### src/hw/timers_regs.svh
`ifndef TIMERS_REGS_SVH
`define TIMERS_REGS_SVH
// Register word indices (printed offsets are not all word aligned: byte address is index * 4)
`define IDX_CLOCK_COUNTER_NIBBLE 12'h070
`define IDX_STOPWATCH_HUNDREDTHS 12'h071
`define IDX_STOPWATCH_TENTHS     12'h072
`define IDX_STOPWATCH_MASK       12'h076
`define IDX_CLOCK_MASK           12'h078
`define IDX_CLOCK_FLAGS          12'h079
`define IDX_STOPWATCH_FLAGS      12'h07A
`define IDX_TIMER_CONTROL        12'h07E
// Field positions
`define BIT_CLOCK_CLEAR          3
`define BIT_SW_RUN               2
`define BIT_SW_CLEAR             1
`define BIT_PORT0_DIR            0
`define BIT_DISPLAY_STATIC       3
`define BIT_HEAVY_LOAD           3
// Counter taps: bit 0 = 128 Hz, bit 2 = 32 Hz, bit 4 = 8 Hz, top bit 6 = 2 Hz
`define TAP_32HZ                 2
`define TAP_8HZ                  4
`define TAP_2HZ                  6
`define DIGIT_LAST               4'h9
`define DIGIT_ZERO               4'h0
// Oscillator and tick figures
`define OSC_HZ                   32768
`define TICK_HZ                  256
`define CLK_HZ                   20000000
`define NIBBLE_RESET             4'h0
`endif
### src/hw/timers_pkg.sv
`default_nettype none
package timers_pkg;
  typedef enum logic [1:0] {
    BUS_IDLE,
    BUS_WRITE,
    BUS_READ
  } bus_phase_type;

  typedef struct packed {
    logic [2:0] flags;
    logic [2:0] enable;
  } clock_irq_type;

  typedef struct packed {
    logic [1:0] flags;
    logic [1:0] enable;
  } sw_irq_type;

  typedef struct packed {
    bus_phase_type phase;
    logic [9:0]    index;
    logic          hreadyout;
    logic [31:0]   hrdata;
    logic [31:0]   div;
    logic          tick;
    logic [6:0]    counter;
    clock_irq_type clk_irq;
    logic [3:0]    hundredths;
    logic [3:0]    tenths;
    logic [1:0]    sub;
    logic [3:0]    decade;
    logic          sw_run;
    sw_irq_type    sw_irq;
    logic          display_static;
    logic          heavy_load;
    logic          port0_dir;
    logic          irq;
  } state_type;
endpackage
`default_nettype wire

### src/hw/clock_and_stopwatch_timers.sv
// Design decision made here: the AHB-Lite register port.
`include "timers_regs.svh"
`default_nettype none
// Notes on behaviour
// - Clock counter is 7-bit, free-running, advanced by the 256 Hz tick.
// - Upper four counter bits read at 070H, read-only, reset to zero.
// - Falling edge of 32, 8, 2 Hz taps sets the matching flag.
// - Clock flags set regardless of mask bits.
// - Mask bits CLOCK_MASK_AND_DRIVE_SELECT D0..D2 enable 32, 8, 2 Hz interrupts; reset zero.
// - Clock flags 079H clear on read; writes ignored; D3 reads zero.
// - Writing one to TIMER_CONTROL_STROBES D3 clears counter; counting resumes; reads zero.
// - All rates scale with the oscillator; tick divider set by parameter.
// - Counter clear may leave a flag set; software reads flags afterwards.
// - Stopwatch: BCD hundredths at 071H, tenths at 072H, read-only.
// - Hundredths advance every 2 or 3 ticks; decade is 25 or 26 ticks.
// - Tenths count decades; 25/26 periods in 4:6 ratio give one second.
// - Hundredths 9 to 0 sets 10 Hz flag; tenths 9 to 0 sets 1 Hz flag.
// - Stopwatch flags set regardless of mask bits.
// - Masks at STOPWATCH_MASK_AND_LOAD_MODE: D0 10 Hz, D1 1 Hz; D2 reads zero.
// - Run bit TIMER_CONTROL_STROBES D2 starts or stops stopwatch; digits hold when stopped.
// - Writing one to TIMER_CONTROL_STROBES D1 clears both digits; run state follows D2 of the same write.
// - Stopwatch flags 07AH D0, D1 clear on read; writes ignored.
module clock_and_stopwatch_timers #(
  parameter int OSC_HZ  = `OSC_HZ,
  parameter int CLK_HZ  = `CLK_HZ,
  parameter int TICK_HZ = `TICK_HZ
) (
  // Clock and reset
  input  wire logic        hclk,
  input  wire logic        hresetn,
  // AHB-Lite slave
  input  wire logic        hsel,
  input  wire logic [31:0] haddr,
  input  wire logic [1:0]  htrans,
  input  wire logic        hwrite,
  input  wire logic [2:0]  hsize,
  input  wire logic [31:0] hwdata,
  input  wire logic        hready,
  output var  logic [31:0] hrdata,
  output var  logic        hreadyout,
  output var  logic        hresp,
  // Interrupt request and side controls
  output var  logic        irq,
  output var  logic        display_static_select,
  output var  logic        heavy_load_select,
  output var  logic        port0_direction
);
  import timers_pkg::*;

  // Tick period in hclk cycles; the 256 Hz tap follows the oscillator rate
  // 64-bit so the product cannot overflow at the full clock rate
  localparam longint TICK_CYCLES_RAW = longint'(CLK_HZ) / TICK_HZ * `OSC_HZ / OSC_HZ;
  localparam longint TICK_CYCLES     = (TICK_CYCLES_RAW < 1) ? 1 : TICK_CYCLES_RAW;
  localparam logic [31:0] TICK_LAST = 32'(TICK_CYCLES - 1);

  state_type s_q;
  state_type s_d;

  function automatic logic [3:0] bcd_inc(input logic [3:0] v);
    bcd_inc = (v == `DIGIT_LAST) ? `DIGIT_ZERO : 4'(v + 4'h1);
  endfunction

  function automatic logic [31:0] nib(input logic [3:0] v);
    nib = {28'h000_0000, v};
  endfunction

  logic [6:0] cnt_next;
  logic       sw_step;
  logic       wrap_l;
  logic       wrap_h;
  logic [1:0] sub_last;
  logic [2:0] clk_set;
  logic [1:0] sw_set;
  logic       rd_clk_flags;
  logic       rd_sw_flags;
  logic [3:0] wnib;

  always_comb begin
    s_d = s_q;
    s_d.tick = 1'b0;
    rd_clk_flags = 1'b0;
    rd_sw_flags = 1'b0;
    wnib = hwdata[3:0];

    // Base tick divider
    if (s_q.div >= TICK_LAST) begin
      s_d.div = 32'h0000_0000;
      s_d.tick = 1'b1;
    end else begin
      s_d.div = s_q.div + 32'h0000_0001;
    end

    // Clock counter
    cnt_next = s_q.tick ? 7'(s_q.counter + 7'h01) : s_q.counter;
    clk_set[0] = s_q.counter[`TAP_32HZ] & ~cnt_next[`TAP_32HZ];
    clk_set[1] = s_q.counter[`TAP_8HZ] & ~cnt_next[`TAP_8HZ];
    clk_set[2] = s_q.counter[`TAP_2HZ] & ~cnt_next[`TAP_2HZ];
    s_d.counter = cnt_next;

    // Stopwatch: three ticks after odd digits, one more after 8 in decades 4..9
    // Decades 0..3 take 25 ticks, 4..9 take 26 (4:6, 256 ticks a second)
    sub_last = (s_q.hundredths[0] == 1'b1 ||
                (s_q.decade >= 4'h4 && s_q.hundredths == 4'h8)) ? 2'd2 : 2'd1;
    sw_step = 1'b0;
    wrap_l = 1'b0;
    wrap_h = 1'b0;
    if (s_q.sw_run && s_q.tick) begin
      if (s_q.sub >= sub_last) begin
        s_d.sub = 2'd0;
        sw_step = 1'b1;
      end else begin
        s_d.sub = 2'(s_q.sub + 2'd1);
      end
    end
    if (sw_step) begin
      s_d.hundredths = bcd_inc(s_q.hundredths);
      wrap_l = (s_q.hundredths == `DIGIT_LAST);
      if (wrap_l) begin
        s_d.tenths = bcd_inc(s_q.tenths);
        s_d.decade = bcd_inc(s_q.decade);
        wrap_h = (s_q.tenths == `DIGIT_LAST);
      end
    end
    sw_set = {wrap_h, wrap_l};

    // Bus
    s_d.hreadyout = 1'b1;
    s_d.phase = BUS_IDLE;
    case (s_q.phase)
      BUS_WRITE: begin
        case (s_q.index)
          10'(`IDX_STOPWATCH_MASK): begin
            s_d.sw_irq.enable = wnib[1:0];
            s_d.heavy_load = wnib[`BIT_HEAVY_LOAD];
          end
          10'(`IDX_CLOCK_MASK): begin
            s_d.clk_irq.enable = wnib[2:0];
            s_d.display_static = wnib[`BIT_DISPLAY_STATIC];
          end
          10'(`IDX_TIMER_CONTROL): begin
            s_d.sw_run = wnib[`BIT_SW_RUN];
            s_d.port0_dir = wnib[`BIT_PORT0_DIR];
            if (wnib[`BIT_CLOCK_CLEAR]) begin
              s_d.counter = 7'h00;
              clk_set = 3'b000;
            end
            if (wnib[`BIT_SW_CLEAR]) begin
              s_d.hundredths = `DIGIT_ZERO;
              s_d.tenths = `DIGIT_ZERO;
              s_d.decade = `DIGIT_ZERO;
              s_d.sub = 2'd0;
              sw_set = 2'b00;
            end
          end
          default: begin
          end
        endcase
      end
      default: begin
      end
    endcase

    // Read data registered at address phase
    s_d.hrdata = 32'h0000_0000;
    if (hsel && hready && htrans[1]) begin
      s_d.index = 10'(haddr[11:2]);
      s_d.phase = hwrite ? BUS_WRITE : BUS_READ;
      if (!hwrite) begin
        case (10'(haddr[11:2]))
          10'(`IDX_CLOCK_COUNTER_NIBBLE): s_d.hrdata = nib(s_q.counter[6:3]);
          10'(`IDX_STOPWATCH_HUNDREDTHS): s_d.hrdata = nib(s_q.hundredths);
          10'(`IDX_STOPWATCH_TENTHS):     s_d.hrdata = nib(s_q.tenths);
          10'(`IDX_STOPWATCH_MASK):
            s_d.hrdata = nib({s_q.heavy_load, 1'b0, s_q.sw_irq.enable});
          10'(`IDX_CLOCK_MASK):
            s_d.hrdata = nib({s_q.display_static, s_q.clk_irq.enable});
          10'(`IDX_CLOCK_FLAGS): begin
            s_d.hrdata = nib({1'b0, s_q.clk_irq.flags});
            rd_clk_flags = 1'b1;
          end
          10'(`IDX_STOPWATCH_FLAGS): begin
            s_d.hrdata = nib({2'b00, s_q.sw_irq.flags});
            rd_sw_flags = 1'b1;
          end
          10'(`IDX_TIMER_CONTROL):
            s_d.hrdata = nib({1'b0, s_q.sw_run, 1'b0, s_q.port0_dir});
          default: s_d.hrdata = 32'h0000_0000;
        endcase
      end
    end

    // Flags: set wins over clear-on-read
    s_d.clk_irq.flags = (rd_clk_flags ? 3'b000 : s_q.clk_irq.flags) | clk_set;
    s_d.sw_irq.flags = (rd_sw_flags ? 2'b00 : s_q.sw_irq.flags) | sw_set;

    s_d.irq = |(s_d.clk_irq.flags & s_d.clk_irq.enable) |
              |(s_d.sw_irq.flags & s_d.sw_irq.enable);
  end

  always_ff @(posedge hclk or negedge hresetn) begin
    if (!hresetn) begin
      s_q <= '0;
      s_q.hreadyout <= 1'b1;
      s_q.phase <= BUS_IDLE;
    end else begin
      s_q <= s_d;
    end
  end

  assign hrdata                = s_q.hrdata;
  assign hreadyout             = s_q.hreadyout;
  assign hresp                 = 1'b0;
  assign irq                   = s_q.irq;
  assign display_static_select = s_q.display_static;
  assign heavy_load_select     = s_q.heavy_load;
  assign port0_direction       = s_q.port0_dir;
endmodule
`default_nettype wire

### config.mk
export PLATFORM = sky130hd
export DESIGN_NAME = clock_and_stopwatch_timers
export DESIGN_NICKNAME = d
export VERILOG_FILES = /design/src/hw/timers_pkg.sv /design/src/hw/clock_and_stopwatch_timers.sv
export VERILOG_INCLUDE_DIRS = /design/src /design/src/hw
export SDC_FILE = /design/constraint.sdc
export NUM_CORES = 1
export LEC_CHECK = 0
export BUFFER_PORTS_ARGS = -buffer_cell sky130_fd_sc_hd__buf_4
export CAP_MARGIN = 0
export CORE_MARGIN = 2
export CORE_UTILIZATION = 47
export CTS_CLUSTER_SIZE = 14
export DETAILED_ROUTE_END_ITERATION = 8
export PLACE_DENSITY = 0.73
export SYNTH_ARGS = -nofsm -noshare
export SYNTH_HDL_FRONTEND = slang
export SYNTH_SLANG_ARGS = --single-unit
### constraint.sdc
create_clock -name hclk -period 2.65 [get_ports hclk]
set_input_delay 0 -clock hclk [delete_from_list [all_inputs] [get_ports hclk]]
set_output_delay 0 -clock hclk [all_outputs]
set_load 0.05 [all_outputs]
* Word level (Yosys, flattened, before mapping)
Index checks and enable logic that the tools add are counted.
Cells by class: bitwise operators 11, multipliers 0, reduce and logical (&&, ||, !) cells 10, order comparisons 3, equality and inequality tests 16, shift-type cells 0, mux-type cells 49, divide/modulo/power cells 0, add/subtract/negate cells 6
Operators with widths (count):
- $eq A10 B7 Y1 const B | 11
- $add A32 B1 Y32 const B | 1
- $ge A32 B17 Y1 const B | 1
- $mux W32 | 1
- $mux W4 | 8
- $pmux W4 S8 | 1
- $mux W7 | 4
- $mux W18 | 1
- $mux W2 | 9
- $eq A4 B4 Y1 const B | 4
- $mux W1 | 15
- $mux W15 | 1
- $mux W3 | 5
- $mux W14 | 1
- $add A4 B1 Y4 const B | 3
- $mux W12 | 1
- $mux W8 | 1
- $add A7 B1 Y7 const B | 1
- $reduce_and A2 Y1 | 3
- $mux W5 | 1
- $ge A4 B3 Y1 const B | 1
- $logic_and A1 B1 Y1 | 4
- $and A1 B1 Y1 | 3
- $and A3 B3 Y3 | 1
- other kinds (11) | 13
Word-level totals: memory bits (writable) 0, latch bits 0, flip-flop bits (word level) 113, memories 0, logic and storage cells 114, ROM bits 0, bits of input ports 74, output and inout port bits 38

* Longest topological paths before layout
Gate-level depths: netlist of the first run.
word-level depth 15, mapped depth 9, mapped depth without buffers 8

* Worst setup path before layout of the first run
No wires, ideal clock.
path kind flip-flop to flip-flop, from register s_q[111] (netlist name), to register s_q (netlist bit irq), path slack 0.267 ns, path buffers 0, setup time 0.129 ns, stages on the path, launching flop included 6, arrival time 2.255 ns, data required time 2.521 ns, clock period less this slack 2.383 ns, cell sequence dfrtp_1 -> or4b_1 -> or4_4 -> a32o_1 -> a2bb2o_4 -> a2111o_1
RTL lines:
- start: declaration | line clock_and_stopwatch_timers.sv:56 | state_type s_q;

==> results of run 1 <==
-- what timing repair did --
action                                  in CTS  in global routing
gates resized for setup                      0                  2
hold buffers                                14                  0
endpoints found under the setup margin       0                  1
hold endpoints to repair                   105                  0
-- per-layer routing --
| metal | track usage, % | share of wire (%) |
|---|---|---|
| met1 | 24.3 | 45 |
| met2 | 29.2 | 49 |
| met3 | 5.43 | 4.2 |
| met4 | 4.95 | 1.4 |
| met5 | 0 | 0 |
-- metrics by stage --
step | instances | instance area (um^2)
floorplan | 451 | 4480
global placement | 544 | 4560
detailed placement | 544 | 4560
CTS | 574 | 4930
global route | 574 | 4940
finish | 574 | 4940
-- state kept, by name, summed over array words and instances, names as in the netlist --
name	count
s_q	77
display_static_select	1
heavy_load_select	1
irq	1
hrdata	4
port0_direction	1
-- worst max-delay path by stage --
stage | endpoint | slack [ns] | cells after the start
global placement | irq$_DFF_PN0_ | 0.08 | 5
floorplan | irq$_DFF_PN0_ | 0.27 | 5
finish | irq$_DFF_PN0_ | 0.08 | 5
global route | irq$_DFF_PN0_ | 0.02 | 5
detailed placement | irq$_DFF_PN0_ | 0.06 | 5
CTS | irq$_DFF_PN0_ | 0.05 | 5
-- layout by cell type (no fill, tap or decap), types with 6 or more instances in the layout --
master,count
conb_1,45
nor2_1,29
a21oi_1,12
and4_1,6
dlygate4sd3_1,14
ha_1,6
dfrtp_1,85
inv_1,15
o21ai_0,6
xor2_1,10
mux2_2,24
clkbuf_8,9
xnor2_1,17
nand4_1,11
nand3_1,18
nand2_1,20
buf_4,35
a211oi_1,17
-- Yosys cell counts, drive strengths merged (4+ instances only) --
library cell and number:
clkbuf 15, inv 15, nand4 11, and4 6, a211oi 17, nand2b 4, a21oi 12, nand2 20
mux2 24, nor2b 5, nand3 18, a22oi 5, mux2i 5, ha 6, buf 35, xnor2 17
xor2 10, nor3 4, and2 6, nor2 29, o21ai 7, nor4 4, dfrtp 85
-- area by class of cell --
type,count,area [um^2],share of cell area (%)
inverters,15,56.3,1.14
multi-input cells,301,1990,40.3
repair buffers,49,403,8.16
clock buffers,9,124,2.51
flip-flops and latches,85,2130,43.1
well taps,108,135,2.74
clock inverters,7,104,2.10
-- power breakdown --
part	internal, W	leakage (nW)	switching [W]
Combinational	0.000182	1.05	0.000289
Sequential	0.00139	0.996	0.0000979
Clock	0.000544	0.115	0.000488
-- kinds of logic (layout without fill, tap and decap cells) --
logic type               after synthesis  count (layout)  share of synthesized area (%)
other                                  2              45                          0.174
multiplexers                          29              29                           7.42
AND/OR/NAND/NOR                      130             130                           16.6
flip-flops                            85              85                           49.2
AO/OA/AOI/OAI                         64              64                           10.7
buffers and inverters                 65              80                           8.60
adder cells (fa/ha/maj)                6               6                           1.74
XOR/XNOR                              27              27                           5.47
==> impl_metrics.ini, run 1 <==
[outcome]
status = finished, final reports clean

[synthesis]
synthCells = 408
netlist_area_um2 = 4320
synth_edf_count = 0
synth.avg_cell_area_um2 = 10.6
yosys_most_used_dff = dfrtp_1
synth_cell_types = 55
netlist.area_leader.share_pct = 49.2
yosys_register_bits = 85
ys_top_cells_by_area = dfrtp_1, mux2_2, buf_4, xnor2_1, a211oi_1
yosysSeqAreaShare_pct = 49.2
async_reset_ff_share_pct = 100
yosysWarnings = 0
yosys.area.top_type = dfrtp_1

[worst_setup_path]
slowest_stage = or4b_4
crit_start = s_q[111]$_DFFE_PN0P_
crit_required_ns = 2.89
endpoint_kind = flip-flop
reg2reg_to = irq$_DFF_PN0_
cp_cell_sequence = or4b_4 -> or4_4 -> a32o_1 -> a2bb2o_4 -> a2111o_1
reg2reg_depth = 5
reg2reg_from = s_q[111]$_DFFE_PN0P_
critPathTopFamily = simple AND/OR/NAND/NOR gates
path_max_fanout = 3
path_class = flip-flop to flip-flop
cp.arrival_ns = 2.81
rrSetupSlack_ns = 0.08
critical_path_buf_inv_count = 0
cp_slowest_stage_delay_ns = 0.56
critPathLaunchType = flip-flop

[cts]
clock_sinks = 85
path_clk_slew_ns = 0.08
htreeDepth = 3
clockBufferDepth = 2
cts_buffers = 9
root_buffer = clkbuf_8
clkLatencyLatePin_ns = 0.36
cts_setup_buffers = 0
cts_tree = built

[die]
start_util_pct = 49.0
dieArea_um2 = 9970
die_width_um = 99.9
io_pins = 112
die_y_um = 99.9
row_count = 34
core_area_um2 = 8810

[layout]
fin_nets = 541
area_growth_pct = 14.4
drive_gt1_share_pct = 17.4
final_util_pct = 56.1
final.fill_count = 780
num_antenna_cells = 0

[global_route]
grt_overflow = 0
grt_max_degree = 86
grt_util_all_layers_pct = 18.2
antenna_found_initial = 0
grt_pass1_wl_mm = 14.5
first_global_vias = 3058

[timing]
clock_skew_ns = 0.00669
relSlewSlack_pct = 31.9
hold_viol_final = 0
finalCritPeriodShare_pct = 97.0
min_period_ns = 2.57
rsz0062_at_grt = no
max_freq_mhz = 389
worst_hold_slack_ns = 0.0371
worst_pin_slew_ns = 1.02
finalSetupTns_ns = 0
setup_violations = 0
slew_viol_final = 0
layout_setup_ws_ns = 0.0799

[route]
drc_errors = 0
drtAntennaViolNets = 0
drtIter0Drc = 109
wl_per_cell_um = 14.7
routed_wl_mm = 8.43
via_count = 3027
vias_per_cell = 5.27
dr.pass1.iters = 4

[place]
pre_cts_ws_ns = 0.0646
io_buffers = 27
dp_hpwl_mm = 5.71
gp_congestion = 0.870

[hold_path]
hp-class = primary input to flip-flop
worstHoldEndpoint = s_q[104]$_DFFE_PN0P_
worstHoldPathCells = 2
min_from = haddr[4]

[power_and_ir_drop]
p_leak_nw = 2.16
total_power_w = 0.00299
power_density_nw_per_um2 = 606
ir_drop_mv = 0.349

[flow_run]
drv_cap = 0
(Power assumes the default switching activity.)
==> inputs of run 2 (changes only) <==
--- a/config.mk
+++ b/config.mk
@@ -12,7 +12,7 @@
 export CORE_UTILIZATION = 47
 export CTS_CLUSTER_SIZE = 14
 export DETAILED_ROUTE_END_ITERATION = 8
-export PLACE_DENSITY = 0.73
+export PLACE_DENSITY = 0.72
 export SYNTH_ARGS = -nofsm -noshare
 export SYNTH_HDL_FRONTEND = slang
 export SYNTH_SLANG_ARGS = --single-unit
==> run 2 against run 1 <==
Hold slack gained 0.0065 ns. Wire length decreased by 3.1%. Global-route usage is 0.24 points lower. Register-to-register slack about the same. Die area unchanged. First-iteration DRC count grew 33%. Sequential share of layout area barely moved. Sequential power is essentially flat. Critical path type unchanged. Critical path depth unchanged. Power down 0.41%. Core utilization about the same. Final cell count unchanged.
==> impl_metrics.ini, run 2 (synthesis results as in run 1) <==
[global_route]
met2_usage_pct = 28.3
use_met1_pct = 25.4
first_global_vias = 2937
busiest_layer = met2
use_met3_pct = 4.81
grt_util_all_layers_pct = 18.0
antenna_found_initial = 0
grt_pass1_wl_mm = 14.4
grt_overflow = 0
grt_max_degree = 86

[route]
vias_per_cell = 5.23
dr.pass1.iters = 4
drc_errors = 0
via_count = 3000
drtIter0Drc = 145
wl_per_cell_um = 14.2
drtAntennaViolNets = 0
routed_wl_mm = 8.17

[power_and_ir_drop]
swShare_pct = 27.6
power_frac_seq_pct = 49.9
comb_power_share_pct = 15.6
ir_drop_mv = 0.401
p_leak_nw = 2.17
power.internal_w = 0.00216
power_density_nw_per_um2 = 604
netSwitchingPower_w = 0.000822
clockPowerShare_pct = 34.5

[layout]
area_growth_pct = 14.3
largest_reg_flops = 77
mostFrequentLayoutCells = dfrtp_1, conb_1, buf_4
num_antenna_cells = 0
largest-register = s_q
fin_nets = 541
final_common_cell = dfrtp_1
finalNonFillerCells = 574
drive_gt1_share_pct = 17.0
final.fill_count = 766

[timing]
finalCritPeriodShare_pct = 97.0
slew_viol_final = 0
worst_pin_slew_ns = 1.06
rsz0062_at_grt = no
hold_viol_final = 0
max_freq_mhz = 389
finalSetupTns_ns = 0
setup_violations = 0
min_period_ns = 2.57
clock_skew_ns = 0.00814
relSlewSlack_pct = 29.5

[worst_setup_path]
endpoint_kind = flip-flop
slowest_stage = or4b_1
critPathLaunchType = flip-flop
cp.arrival_ns = 2.79
cp_slowest_stage_delay_ns = 0.58
crit_required_ns = 2.87
path_max_fanout = 3
path_class = flip-flop to flip-flop
cp_cell_sequence = or4b_1 -> or4_4 -> a32o_1 -> a2bb2o_4 -> a2111o_1

[cts]
path_clk_slew_ns = 0.08
htreeDepth = 3
clkLatencyLatePin_ns = 0.34
clockBufferDepth = 2
root_buffer = clkbuf_8
cts_buffers = 9
cts_tree = built
clock_sinks = 85
cts_setup_buffers = 0

[die]
die_width_um = 99.9
die_y_um = 99.9
row_count = 34
start_util_pct = 49.0
core_area_um2 = 8810
io_pins = 112
dieArea_um2 = 9970

[outcome]
status = finished, final reports clean

[place]
dp_hpwl_mm = 5.67
dpl.cell_count = 544
io_buffers = 27
gp_congestion = 0.827

[flow_run]
drv_cap = 0

[hold_path]
hp-class = primary input to flip-flop
[run 2: path summary, 6_finish.rpt]
kind                                 startpoint                    to  slack [ns]  cells after the start
setup reg to reg           s_q[111]$_DFFE_PN0P_         irq$_DFF_PN0_        0.08                      5
hold / removal                         haddr[4]  s_q[104]$_DFFE_PN0P_        0.04                      2
min in group asynchronous               hresetn    s_q[112]$_DFF_PN0_        0.35                      2
setup / recovery           s_q[111]$_DFFE_PN0P_         irq$_DFF_PN0_        0.08                      5
hold reg to reg               s_q[27]$_DFF_PN0_     s_q[27]$_DFF_PN0_        0.51                      2
max in group asynchronous               hresetn     s_q[24]$_DFF_PN0_        1.59                      2
[run 2: power groups by stage]
stage | registers, W | clock network (W) | logic, W
3_5_place_dp | 0.00151 | 0 | 0.000444
3_3_place_gp | 0.00150 | 0 | 0.000432
4_1_cts | 0.00149 | 0.00105 | 0.000466
6_report | 0.00149 | 0.00103 | 0.000464
2_1_floorplan | 0.00149 | 0 | 0.000371
5_1_grt | 0.00150 | 0.00112 | 0.000511
[run 2: worst max-delay path, delay by kind of cell (launching register included)]
| family | cells | cell delay (ns) |
|---|---|---|
| AND/OR/NAND/NOR | 2 | 1.14 |
| flip-flops | 1 | 0.40 |
| AO/OA/AOI/OAI | 3 | 0.91 |
[run 2: metrics by stage]
step / total power [W] / hold slack (ns) / util (%) / worst slack (ns) / cell area, um^2
detailed placement: 0.00195 / 0.248 / 51.8 / 0.107 / 4560
CTS: 0.00300 / 0.0294 / 56.1 / 0.0784 / 4940
floorplan: 0.00186 / -0.296 / - / 0.267 / 4480
global placement: 0.00194 / 0.241 / 51.8 / 0.0959 / 4560
finish: 0.00298 / 0.0437 / 56.1 / 0.0791 / 4940
global route: 0.00313 / 0.0343 / 56.1 / 0.0191 / 4940
[run 2: layer usage]
metal	routed length (um)	up-vias
met5	0	-
met4	41	0
met3	346	4
met2	3940	54
met1	3840	1456
li1	-	1486
[run 2: repair_timing]
action	CTS	global route
hold buffers	14	0
endpoints found under the setup margin	0	0
hold endpoints to repair	104	0
gates resized for setup	0	0
[run 2: layout make-up]
cell class	count	area, um^2	share of cell area [%]
flip-flops and latches	85	2130	43.1
well taps	108	135	2.74
clock buffers	11	151	3.07
repair buffers	49	403	8.16
inverters	15	56.3	1.14
multi-input cells	301	1980	40.1
clock inverters	5	82.6	1.67
